==> config.mk <==
export PLATFORM = sky130hd
export DESIGN_NAME = bdc_control
export DESIGN_NICKNAME = d
export VERILOG_FILES = /design/src/hw/bdc_pkg.sv /design/src/hw/bdc_control.sv /design/src/hw/bdc_delay_line.sv
export VERILOG_INCLUDE_DIRS = /design/src /design/src/hw
export SDC_FILE = /design/constraint.sdc
export NUM_CORES = 1
export LEC_CHECK = 0
export BUFFER_PORTS_ARGS = -buffer_cell sky130_fd_sc_hd__buf_2
export CAP_MARGIN = 20
export CORE_MARGIN = 10
export CORE_UTILIZATION = 55
export CTS_BUF_LIST = sky130_fd_sc_hd__clkbuf_4 sky130_fd_sc_hd__clkbuf_8
export DETAILED_ROUTE_END_ITERATION = 8
export GPL_TIMING_DRIVEN = 0
export PLACE_DENSITY_LB_ADDON = 0.15
export SETUP_SLACK_MARGIN = 0.05
export SLEW_MARGIN = 10
export SYNTH_ARGS = -nofsm -noshare
export SYNTH_HDL_FRONTEND = slang
export SYNTH_SLANG_ARGS = --single-unit
==> constraint.sdc <==
create_clock -name clk_sys -period 2.9 [get_ports clk_sys]
set_clock_uncertainty 0.2 [all_clocks]
set_input_delay 0.29 -clock clk_sys [delete_from_list [all_inputs] [get_ports clk_sys]]
set_output_delay 0.29 -clock clk_sys [all_outputs]
set_load 0.02 [all_outputs]
==> src/hw/bdc_defines.svh <==
// bdc_defines.svh: offsets, field positions, reset values and timing counts
// of the background debug control block.
// assumes: included by its bare name from the control module, the checker and the bench.
// ==========================================
`ifndef BDC_DEFINES_SVH
`define BDC_DEFINES_SVH
`define BDC_ADDR_INSTR     16'hFF00
`define BDC_ADDR_STATUS    16'hFF01
`define BDC_ADDR_SHIFT_HI  16'hFF02
`define BDC_ADDR_SHIFT_LO  16'hFF03
`define BDC_ADDR_ADDR_HI   16'hFF04
`define BDC_ADDR_ADDR_LO   16'hFF05
`define BDC_ADDR_CCSAVE    16'hFF06
`define BDC_MAP_BASE_HI    8'hFF
`define BDC_INSTR_RESET    8'h00
`define BDC_STATUS_RESET   8'h00
`define BDC_INSTR_BACKGROUND_REQUEST    8'h90
`define BDC_BIT_HWFW       7
`define BDC_BIT_DATA       6
`define BDC_BIT_RW         5
`define BDC_BIT_BKREQ      4
`define BDC_BIT_WORD       3
`define BDC_BIT_MAPSEL     2
`define BDC_ST_ENABLE      7
`define BDC_ST_ACTIVE      6
`define BDC_ST_TAG         5
`define BDC_ST_VALID       4
`define BDC_ST_STEP        3
`define BDC_ST_CLKSEL      2
`define BDC_ST_WMASK_ALL   8'hB8
`define BDC_ACT_DELAY      4
`define BDC_TAG_DELAY      16
`define BDC_IDLE_LIMIT     512
`endif

==> src/hw/bdc_pkg.sv <==
// bdc_pkg.sv: types of the background debug control block.
// assumes: nothing beyond the defines header.
`default_nettype none
package bdc_pkg;
	typedef enum logic [3:0]
	{
		BDC_IDLE  = 4'b0001,
		BDC_WAIT  = 4'b0010,
		BDC_STEAL = 4'b0100,
		BDC_DONE  = 4'b1000
	} bdc_acc_t;
	typedef enum logic [1:0]
	{
		BDC_RK_NONE = 2'b00,
		BDC_RK_GO   = 2'b01,
		BDC_RK_STEP = 2'b10,
		BDC_RK_TAG  = 2'b11
	} bdc_resume_t;
endpackage
`default_nettype wire

==> src/hw/bdc_control.sv <==
// bdc_control.sv: background debug control: register bank, lockout,
// access pacing with cycle stealing, clock select and idle timeout.
// assumes: serial shifter front end outside drives the shift-in strobes;
// the processor bus offers free-cycle and access-complete indications.
`timescale 1ns/10ps
`default_nettype none
`include "bdc_defines.svh"
module bdc_control
	import bdc_pkg::*;
#(
	parameter int IDLE_LIMIT = `BDC_IDLE_LIMIT,
	parameter int STEAL_WAIT = 128
)
(
	input  wire logic        clk_sys,        // system clock
	input  wire logic        rst,            // synchronous reset
	input  wire logic        specialModeN,   // special mode, active low
	input  wire logic        singleChip,     // special single chip mode
	input  wire logic        periphMode,     // special peripheral mode
	input  wire logic        shadowLockBit,  // shadow byte bit 7
	input  wire logic        lockWrEn,       // write lockout-disable bit
	input  wire logic        lockWrData,     // new lockout-disable value
	input  wire logic        altClkTick,     // alternate bus clock enable
	input  wire logic        perClkTick,     // peripheral bus clock enable
	input  wire logic        perClkSlower,   // peripheral clock slower
	input  wire logic        hostFall,       // host falling edge on pin
	input  wire logic        cmdValid,       // instruction byte received
	input  wire logic [7:0]  cmdByte,        // received instruction
	input  wire logic        shiftDone,      // shift operation complete
	input  wire logic [15:0] shiftIn,        // shifted-in word
	input  wire logic        addrLoad,       // address word received
	input  wire logic        accReq,         // hardware memory access
	input  wire logic        accMulti,       // access needs many cycles
	input  wire logic        busFree,        // processor leaves bus free
	input  wire logic        accComplete,    // memory access finished
	input  wire logic        enterReq,       // breakpoint entry request
	input  wire logic        ccIn,           // capture condition codes
	input  wire logic [7:0]  ccValue,        // processor condition codes
	input  wire logic        regWr,          // register bank write
	input  wire logic        regRd,          // register bank read
	input  wire logic [15:0] regAddr,        // register bank address
	input  wire logic [7:0]  regWdata,       // register bank write data
	output logic      [7:0]  regRdata,       // register bank read data
	output logic             regHit,         // address hit in bank
	output logic             busOwn,         // debug holds internal buses
	output logic             cpuFreeze,      // processor clocks frozen
	output logic             debugMapped,    // debug ROM and regs mapped
	output logic             debugActive,    // background mode active
	output logic             serialEnable,   // serial reception allowed
	output logic             lockoutDisable, // lockout-disable bit
	output logic             resetVecBlock,  // block reset-vector code
	output logic             serialTick,     // debug serial clock enable
	output logic      [1:0]  resumeKind,     // requested resume kind
	output logic      [2:0]  targetReg       // requested target register
);
	logic [7:0]  instr_r;
	logic [7:0]  status_r;
	logic [15:0] shift_r;
	logic [15:0] addr_r;
	logic [7:0]  ccSave_r;
	logic [9:0]  idleCnt_r;
	logic [7:0]  stealCnt_r;
	bdc_acc_t    acc_r;
	bdc_acc_t    acc_nxt;
	logic        actPend_r;
	logic        actVal_r;
	logic        tagPend_r;
	logic        enterNow;
	logic        actDone;
	logic        tagDone;
	logic        actBusy;
	logic        tagBusy;
	logic        stWr;
	logic        mapAccess;
	logic        lockInit_r;
	logic        cmdTake;
	// ==========================================
	// decode of bank addresses
	function automatic logic inBank(input logic [15:0] a);
		inBank = (a >= `BDC_ADDR_INSTR) && (a <= `BDC_ADDR_CCSAVE);
	endfunction
	// ==========================================
	// debug serial clock select
	always_ff @(posedge clk_sys)
	begin
		if (rst)
			serialTick <= 1'b0;
		else if (status_r[`BDC_ST_CLKSEL] || perClkSlower)
			serialTick <= perClkTick;
		else
			serialTick <= altClkTick;
	end
	// ==========================================
	// lockout-disable bit, loaded after every reset
	always_ff @(posedge clk_sys)
	begin
		if (rst)
		begin
			lockoutDisable <= 1'b0;
			lockInit_r     <= 1'b1;
		end
		else if (lockInit_r)
		begin
			lockoutDisable <= shadowLockBit;
			lockInit_r     <= 1'b0;
		end
		else if (lockWrEn && !specialModeN)
			lockoutDisable <= lockWrData;
	end
	// reset vector blocked in special single chip with lockout
	always_ff @(posedge clk_sys)
	begin
		if (rst)
			resetVecBlock <= 1'b0;
		else
			resetVecBlock <= !lockInit_r && !lockoutDisable && singleChip;
	end
	// ==========================================
	// entry into background mode
	assign enterNow = lockoutDisable && status_r[`BDC_ST_ENABLE] && !status_r[`BDC_ST_ACTIVE]
		&& !lockInit_r
		&& (enterReq || (cmdTake && cmdByte == `BDC_INSTR_BACKGROUND_REQUEST));
	// serial commands are ignored while tagging holds reception off
	assign cmdTake = cmdValid && serialEnable;
	assign stWr = regWr && mapAccess && regAddr == `BDC_ADDR_STATUS;
	// delayed effect of a written active bit
	bdc_delay_line #(.COUNT(`BDC_ACT_DELAY)) u_actDelay
	(
		.clk_sys (clk_sys),
		.rst     (rst),
		.tick    (1'b1),
		.start   (stWr && !instr_r[`BDC_BIT_HWFW]),
		.busy    (actBusy),
		.done    (actDone)
	);
	// tag enable takes hold later
	bdc_delay_line #(.COUNT(`BDC_TAG_DELAY)) u_tagDelay
	(
		.clk_sys (clk_sys),
		.rst     (rst),
		.tick    (1'b1),
		.start   (tagPend_r),
		.busy    (tagBusy),
		.done    (tagDone)
	);
	// ==========================================
	// status register
	always_ff @(posedge clk_sys)
	begin
		if (rst)
		begin
			status_r  <= `BDC_STATUS_RESET;
			actPend_r <= 1'b0;
			actVal_r  <= 1'b0;
			tagPend_r <= 1'b0;
		end
		else if (lockInit_r)
		begin
			status_r[`BDC_ST_ACTIVE] <= (singleChip || periphMode) && shadowLockBit;
			tagPend_r <= 1'b0;
		end
		else
		begin
			tagPend_r <= 1'b0;
			// delayed active write first, so a new write in the same cycle stays pending
			if (actDone && actPend_r)
			begin
				status_r[`BDC_ST_ACTIVE] <= actVal_r;
				actPend_r <= 1'b0;
			end
			if (stWr)
			begin
				status_r[7]   <= regWdata[7];
				status_r[5:3] <= regWdata[5:3];
				if (instr_r[`BDC_BIT_HWFW])
					status_r[`BDC_ST_CLKSEL] <= regWdata[`BDC_ST_CLKSEL];
				else
				begin
					actPend_r <= 1'b1;
					actVal_r  <= regWdata[`BDC_ST_ACTIVE] && lockoutDisable;
				end
				tagPend_r <= regWdata[`BDC_ST_TAG];
			end
			if (cmdTake && !cmdByte[`BDC_BIT_HWFW] && cmdByte[4:3] == BDC_RK_TAG)
			begin
				status_r[`BDC_ST_TAG] <= 1'b1;
				tagPend_r <= 1'b1;
			end
			if (cmdTake && !cmdByte[`BDC_BIT_HWFW] && cmdByte[4:3] == BDC_RK_STEP)
				status_r[`BDC_ST_STEP] <= 1'b1;
			if (shiftDone)
				status_r[`BDC_ST_VALID] <= 1'b1;
			else if (cmdValid)
				status_r[`BDC_ST_VALID] <= 1'b0;
			if (enterNow)
			begin
				status_r[`BDC_ST_ACTIVE] <= 1'b1;
				status_r[`BDC_ST_TAG]    <= 1'b0;
			end
			status_r[1:0] <= 2'b00;
		end
	end
	// ==========================================
	// instruction register with idle timeout
	always_ff @(posedge clk_sys)
	begin
		if (rst)
		begin
			instr_r   <= `BDC_INSTR_RESET;
			idleCnt_r <= 10'h000;
		end
		else
		begin
			if (hostFall)
				idleCnt_r <= 10'h000;
			else if (serialTick && idleCnt_r != 10'(IDLE_LIMIT))
				idleCnt_r <= idleCnt_r + 10'h001;
			if (cmdValid && serialEnable)
				instr_r <= cmdByte;
			else if (regWr && mapAccess && regAddr == `BDC_ADDR_INSTR)
				instr_r <= regWdata;
			else if (!hostFall && serialTick && idleCnt_r == 10'(IDLE_LIMIT - 1))
				instr_r <= `BDC_INSTR_RESET;
		end
	end
	// ==========================================
	// shifter, address and saved condition codes
	always_ff @(posedge clk_sys)
	begin
		if (rst)
		begin
			shift_r  <= 16'h0000;
			addr_r   <= 16'h0000;
			ccSave_r <= 8'h00;
		end
		else
		begin
			if (shiftDone)
				shift_r <= shiftIn;
			else if (regWr && mapAccess && regAddr == `BDC_ADDR_SHIFT_HI)
				shift_r[15:8] <= regWdata;
			else if (regWr && mapAccess && regAddr == `BDC_ADDR_SHIFT_LO)
				shift_r[7:0] <= regWdata;
			if (addrLoad)
				addr_r <= shiftIn;
			if (enterNow && ccIn)
				ccSave_r <= ccValue;
			else if (regWr && mapAccess && regAddr == `BDC_ADDR_CCSAVE)
				ccSave_r <= regWdata;
		end
	end
	// ==========================================
	// memory access pacing and cycle stealing
	always_comb
	begin
		acc_nxt = acc_r;
		case (acc_r)
			BDC_IDLE:  if (accReq) acc_nxt = busFree ? BDC_STEAL : BDC_WAIT;
			BDC_WAIT:  if (busFree || (serialTick && stealCnt_r == 8'(STEAL_WAIT - 1))) acc_nxt = BDC_STEAL;
			BDC_STEAL: if (accComplete) acc_nxt = BDC_DONE;
			BDC_DONE:  acc_nxt = BDC_IDLE;
			default:   acc_nxt = BDC_IDLE;
		endcase
	end
	always_ff @(posedge clk_sys)
	begin
		if (rst)
		begin
			acc_r      <= BDC_IDLE;
			stealCnt_r <= 8'h00;
			busOwn     <= 1'b0;
			cpuFreeze  <= 1'b0;
		end
		else
		begin
			acc_r <= acc_nxt;
			if (acc_r == BDC_WAIT && serialTick)
				stealCnt_r <= stealCnt_r + 8'h01;
			else if (acc_r != BDC_WAIT)
				stealCnt_r <= 8'h00;
			busOwn    <= (acc_nxt == BDC_STEAL);
			cpuFreeze <= (acc_nxt == BDC_STEAL) && (accMulti || !busFree);
		end
	end
	// ==========================================
	// mapping, read data and outputs
	assign mapAccess = lockoutDisable && inBank(regAddr)
		&& (status_r[`BDC_ST_ACTIVE] || (acc_r == BDC_STEAL && instr_r[`BDC_BIT_MAPSEL]
		&& instr_r[`BDC_BIT_HWFW]));
	always_ff @(posedge clk_sys)
	begin
		if (rst)
		begin
			regRdata     <= 8'h00;
			regHit       <= 1'b0;
			debugMapped  <= 1'b0;
			debugActive  <= 1'b0;
			serialEnable <= 1'b1;
			resumeKind   <= 2'b00;
			targetReg    <= 3'b000;
		end
		else
		begin
			regHit <= regRd && mapAccess;
			case (regAddr)
				`BDC_ADDR_INSTR:    regRdata <= instr_r;
				`BDC_ADDR_STATUS:   regRdata <= {status_r[7:2], 2'b00};
				`BDC_ADDR_SHIFT_HI: regRdata <= shift_r[15:8];
				`BDC_ADDR_SHIFT_LO: regRdata <= shift_r[7:0];
				`BDC_ADDR_ADDR_HI:  regRdata <= addr_r[15:8];
				`BDC_ADDR_ADDR_LO:  regRdata <= addr_r[7:0];
				`BDC_ADDR_CCSAVE:   regRdata <= ccSave_r;
				default:            regRdata <= 8'h00;
			endcase
			debugMapped  <= lockoutDisable && status_r[`BDC_ST_ACTIVE];
			debugActive  <= lockoutDisable && status_r[`BDC_ST_ACTIVE];
			serialEnable <= !(status_r[`BDC_ST_TAG] && !tagBusy && !tagPend_r) || status_r[`BDC_ST_ACTIVE];
			resumeKind   <= instr_r[`BDC_BIT_HWFW] ? 2'b00 : instr_r[4:3];
			targetReg    <= instr_r[`BDC_BIT_HWFW] ? 3'b000 : instr_r[2:0];
		end
	end
endmodule
`default_nettype wire

==> src/hw/bdc_delay_line.sv <==
// bdc_delay_line.sv: counts a fixed number of enabled ticks after a start
// pulse, then pulses done for one cycle.
// assumes: single clock, synchronous active-high reset.
`timescale 1ns/10ps
`default_nettype none
module bdc_delay_line
#(
	parameter int COUNT = 4
)
(
	input  wire logic clk_sys, // system clock
	input  wire logic rst,     // synchronous reset
	input  wire logic tick,    // count enable
	input  wire logic start,   // restart the delay
	output logic      busy,    // delay running
	output logic      done     // one-cycle end pulse
);
	logic [7:0] cnt_r;
	// ==========================================
	// counter
	always_ff @(posedge clk_sys)
	begin
		if (rst)
		begin
			cnt_r <= 8'h00;
			done  <= 1'b0;
		end
		else
		begin
			done <= 1'b0;
			if (start)
				cnt_r <= 8'(COUNT);
			else if (tick && cnt_r != 8'h00)
			begin
				cnt_r <= cnt_r - 8'h01;
				if (cnt_r == 8'h01)
					done <= 1'b1;
			end
		end
	end
	assign busy = (cnt_r != 8'h00);
endmodule
`default_nettype wire

-- Word level (Yosys, flattened, before mapping)
Index checks and enable logic that the tools add are counted.
- reduce and logical (&&, ||, !) cells: 83
- $lt $le $gt $ge: 2
- eq/ne operators: 20
- bitwise logic cells: 3
- mux-type cells: 40
- $add $sub $neg: 4
- operators by type and width (cell ; number):
    16-bit equality test, second input constant ; 7
    8-bit 2-to-1 mux ; 10
    8-bit case mux with 7 select lines ; 1
    1-bit logical AND ; 38
    1-bit 2-to-1 mux ; 17
    16-bit greater-or-equal comparator, second input constant ; 1
    16-bit less-or-equal comparator, second input constant ; 1
    16-bit 2-to-1 mux ; 1
    4-bit 2-to-1 mux ; 4
    2-bit nonzero test ; 8
    8-bit nonzero test ; 2
    8-bit by 1-bit subtractor with 8-bit output, second input constant ; 2
    4-bit case mux with 3 select lines ; 1
    3-bit nonzero test ; 4
    1-bit zero test ; 11
    10-bit by 1-bit adder with 10-bit output, second input constant ; 1
    10-bit by 9-bit equality test with 1-bit output, second input constant ; 1
    5-bit 2-to-1 mux ; 2
    10-bit inequality test, second input constant ; 1
    2-bit AND reduction ; 5
    2-bit OR reduction ; 5
    3-bit 2-to-1 mux ; 3
    8-bit by 1-bit adder with 8-bit output, second input constant ; 1
    4-bit by 3-bit equality test with 1-bit output, second input constant ; 2
    other kinds (13) ; 23
- bits in registers: 118
- output and inout bits: 22
- word-level logic and storage cells: 186
- input port bits: 79

-- Longest topological paths before layout
- depth after elaboration: 11
- depth in mapped cells: 8

-- Modules after synthesis
A second synthesis with hierarchy kept.
- cell total of the unflattened synthesis: 638
- area, all modules: 5870.6 µm²
- modules (own cells, without submodules) (module ; area each (µm²) ; times used ; cells an instance ; seq. area each (µm²)):
    bdc_control ; 4838.4 ; 1 ; 525 ; 2021.9
    bdc_delay_line at u_tagDelay ; 550.5 ; 1 ; 57 ; 180.2
    bdc_delay_line at u_actDelay ; 481.7 ; 1 ; 56 ; 180.2

-- Worst setup path after synthesis
No wires, ideal clock.
- kind: input -> register
- start: input port regAddr[3]
- end: register shift_r[10]
- cell stages on the path: 6
- library setup time: 141 ps
- arrival time: 1832 ps
- slack: 726 ps
- cells stage by stage: or3_1 > buf_6 > or4_4 > buf_6 > o31ai_1 > a221oi_1
- longest elaborated chain between the ends: 7
- elaborated cells on any way between the ends: 9
- those cells by class: 2 x order compare; 1 x eq/ne; 6 x reduce/logical
- ends and longest elaborated chain (what ; RTL line ; RTL):
    from (decl) ; bdc_control.sv:41 ; input wire logic [15:0] regAddr,
    16-bit greater-or-equal comparator (no line) / 16-bit less-or-equal comparator (equally long branches) ; n/a ;
    1-bit logical AND ; bdc_control.sv:80 ; inBank = (a >= `BDC_ADDR_INSTR) && (a <= `BDC_ADDR_CCSAVE);
    1-bit logical AND (2 in a row) ; bdc_control.sv:287 ; assign mapAccess = lockoutDisable && inBank(regAddr)
    1-bit logical AND ; bdc_control.sv:240 ; else if (regWr && mapAccess && regAddr == `BDC_ADDR_SHIFT_HI)
    1-bit logical AND (no line) (*) ; n/a ;
    2-bit nonzero test (no line) (*) ; n/a ;
    to (signal assigned) ; bdc_control.sv:239 ; shift_r <= shiftIn;
    to (signal assigned) ; bdc_control.sv:241 ; shift_r[15:8] <= regWdata;
    to (decl) ; bdc_control.sv:58 ; logic [15:0] shift_r;
Every way passes the cells marked *; elsewhere a longest branch is shown, timed or not.
A chain may end at the register's enable or synchronous reset.

-- Worst setup path in the final report
- start: register instr_r[7]
- end: register shift_r[10]
- longest elaborated chain between the ends: 6
- ends and longest elaborated chain (what ; RTL line ; RTL):
    from (decl) ; bdc_control.sv:56 ; logic [7:0] instr_r;
    from (signal assigned) ; bdc_control.sv:209 ; instr_r <= `BDC_INSTR_RESET;
    from (signal assigned) ; bdc_control.sv:219 ; instr_r <= cmdByte;
    from (signal assigned) ; bdc_control.sv:221 ; instr_r <= regWdata;
    1-bit logical AND ; bdc_control.sv:288 ; && (status_r[`BDC_ST_ACTIVE] || (acc_r == BDC_STEAL && instr_r[`BDC_BIT_MAPSEL]
    1-bit logical OR ; bdc_control.sv:288 ;
    1-bit logical AND ; bdc_control.sv:287 ;
    1-bit logical AND ; bdc_control.sv:240 ;
    1-bit logical AND (no line) ; n/a ;
    2-bit nonzero test (no line) ; n/a ;
No other way between the ends.

==> flow_summary.toml <==
[timing]
fmax_mhz = 404.2
worstMarginPinSlew_ns = 0.8600
finalHoldViolCount = 0
period_share_pct = 85.31
setup_viol = 0
final-max-slew-violation-count = 0
rsz0062_at_grt = "no"
period_needed_ns = 2.474
maxSlewHeadroom_pct = 42.23
fin_tns_setup_ns = 0

[synthesis]
synth_edf_count = 0
synth_area_mm2 = 0.005866
async_reset_ff_share_pct = 0
syn_nets = 732
syn_inst = 647
ys_seq_area_share_pct = 40.27
ys_ff_latch = 118
yosysWarningCount = 0
yosysUniqueCellTypes = 62
synth_flop_cell = "dfxtp_1"
syn_area_per_cell_um2 = 9.066

[floorplan]
start_util_pct = 56.56
fp.coreArea_mm2 = 0.01037
ios = 101
die_w_um = 123.3
die_h_um = 123.3
row_count = 37
die_area_mm2 = 0.01520

[routing]
drc = 0
first_pass_iters = 5
num_vias = 5917
postRouteAntennaNets = 0
viasPerCell = 6.235
avgRoutedWirePerCell_um = 20.45
first_iter_violations = 574
wirelength_um = 19400

[place]
placed_area_mm2 = 0.006516
routabilityCongestion = 0.9519
portBuffers = 96
hpwl_um = 14010

[clocking]
h-tree-depth = 4
cts_buffers = 17
post_cts_buffers = 0
cts_tree = "yes"
clock_path_buffers = 2
cts.sink_count = 118
clk_latency_ns = 0.45
clkTransAtPathRegs_ns = 0.07
cts_root_buf = "clkbuf_8"

[global_routing]
overflow = 0
grt_pass1_wl_um = 31220
grt_usage_pct = 26.09
antenna_found_initial = 1
grt_pass1_vias = 5987
grt_max_degree = 17

[layout]
nets = 885
fillers = 840
reg.largest.list = "addr_r x16, shift_r x16, idleCnt_r x10"
design_area_mm2 = 0.007328
drive_gt1_share_pct = 21.67
areaGrowthSynthToFinish_pct = 24.94

[critical_path]
worstPathMaxFanout = 10
cp-start-kind = "flip-flop"
crit_type = "reg -> reg"
cp_slowest_cell = "clkbuf_1"
cp_data_required_time_ns = 3.00
path_common_cell = "clkbuf_1"
cp_cell_sequence = "clkbuf_1 > nand4_1 > o21a_1 > clkbuf_1 > o31ai_1 > a221oi_1"
cp.arrival_ns = 2.58
critical-path-max-stage-delay_ns = 0.49
endpoint_kind = "flip-flop"

[pwr]
vdd_drop_max_mv = 0.5514
p_per_area_mw_per_mm2 = 604.8
p_leak_uw = 0.002851

[run_status]
status = "completed"

[job]
cap_violations = 0

[worst_hold_path]
hold_class = "in -> reg"
## per-layer routing
metal | vias to the layer above | part of all wire [%] | global-route usage (%)
li1 | 2752 | - | -
met1 | 2814 | 41 | 33.04
met2 | 289 | 46 | 41.28
met3 | 62 | 9.2 | 7.065
met4 | 0 | 3.1 | 10.55
met5 | - | 0 | 0
## synth_stat cells (4+ instances only)
library cell	n	area share (%)
a2111oi_1	7	1.2
a21oi_1	12	1.0
a221oi_1	9	1.3
a311oi_1	34	5.1
a31oi_1	11	1.2
a41oi_1	11	1.6
and2_1	8	0.85
and3_1	6	0.64
and4_1	4	0.60
buf_1	5	0.32
buf_2	10	0.85
buf_4	8	1.0
clkbuf_1	26	1.7
dfxtp_1	118	40
ha_1	6	1.3
inv_1	23	1.5
mux2_2	9	1.7
mux2i_1	22	3.8
mux4_2	6	2.3
nand2_1	40	2.6
nand2b_1	4	0.43
nand3_1	28	2.4
nand4_1	24	2.6
nor2_1	69	4.4
nor2b_1	13	1.4
nor3_1	20	1.7
nor4_1	7	0.75
o21ai_0	8	0.68
o31ai_1	23	2.9
or3_1	8	0.85
xnor2_1	11	1.6
xor2_1	8	1.2
## cells in the final DEF (no fill, tap or decap), types with 5 or more instances in the layout
cell type,instances
buf_2,106
clkbuf_8,19
xor2_1,8
a31oi_1,11
and2_1,8
dlygate4sd3_1,38
nor2_1,69
clkbuf_1,26
mux2i_1,22
or3_1,8
a41oi_1,11
buf_4,8
nand2_1,40
nor3_1,20
nor4_1,7
ha_1,6
a21oi_1,12
and3_1,6
a2111oi_1,7
a311oi_1,34
nand4_1,24
buf_1,5
dfxtp_1,118
inv_1,23
nor2b_1,13
clkinv_2,5
mux4_2,6
o21ai_0,8
nand3_1,28
a221oi_1,9
o31ai_1,23
xnor2_1,11
mux2_2,9
## final timing paths
check / endpoint / start / slack [ns] / depth (start not counted)
worst max-delay path: shift_r[10]$_SDFFE_PP0P_ / instr_r[7]$_SDFFE_PP0P_ / 0.43 / 6
worst min-delay path: ccSave_r[1]$_SDFFE_PP0P_ / ccValue[1] / 0.02 / 3
worst max register to register: shift_r[10]$_SDFFE_PP0P_ / instr_r[7]$_SDFFE_PP0P_ / 0.43 / 6
worst min register to register: actVal_r$_SDFFE_PP0P_ / actVal_r$_SDFFE_PP0P_ / 0.27 / 2
## repair_timing
| item | in CTS | in global routing |
|---|---|---|
| endpoints found under the hold margin | 50 | 0 |
| hold buffers | 38 | 0 |
| gates resized for setup | 0 | 0 |
## area by class of cell
cell class	count	area, um^2	area share [%]
Clock buffer	21	276.5	3.773
Sequential cell	118	2362	32.23
Antenna cell	1	2.502	0.03415
Clock inverter	10	152.6	2.083
Buffer	52	260.3	3.551
Inverter	23	86.33	1.178
Timing Repair Buffer	134	860.8	11.75
Multi-Input combinational cell	454	3157	43.08
Tap cell	136	170.2	2.322
## cells by family after synthesis
logic type               Yosys count  share of synthesized area (%)
AO/OA/AOI/OAI                    133                          18.17
XOR/XNOR                          19                          2.837
adder cells (fa/ha/maj)            6                          1.280
buffers and inverters             75                          5.909
flip-flops                       118                          40.27
multiplexers                      37                          7.786
AND/OR/NAND/NOR                  259                          23.74
## critical path: cells and delay by family, from the launching register on
family          cells  cell delay [ns]
compound gates      3             0.78
flops               1             0.31
buf+inv             2             0.77
simple gates        1             0.25
## through the flow
stage	util [%]	hold slack, ns	cells	setup slack [ns]	total power (uW)
6_report	70.67	0.01856	949	0.4261	4432
5_1_grt	70.67	0.004837	949	0.2584	4636
4_1_cts	70.64	0.005488	948	0.4657	4427
3_5_place_dp	62.84	0.2106	879	0.4166	2760
3_3_place_gp	62.84	0.2072	879	0.4907	2724
2_1_floorplan	-	0.1177	647	0.7263	2517
## report_power, final
group	switching, uW	leakage [uW]	internal [uW]
clock network	659	0.000222	988
logic	481	0.00166	419
registers	124	0.000966	1760
No activity file was read; power rests on OpenSTA's default activity.
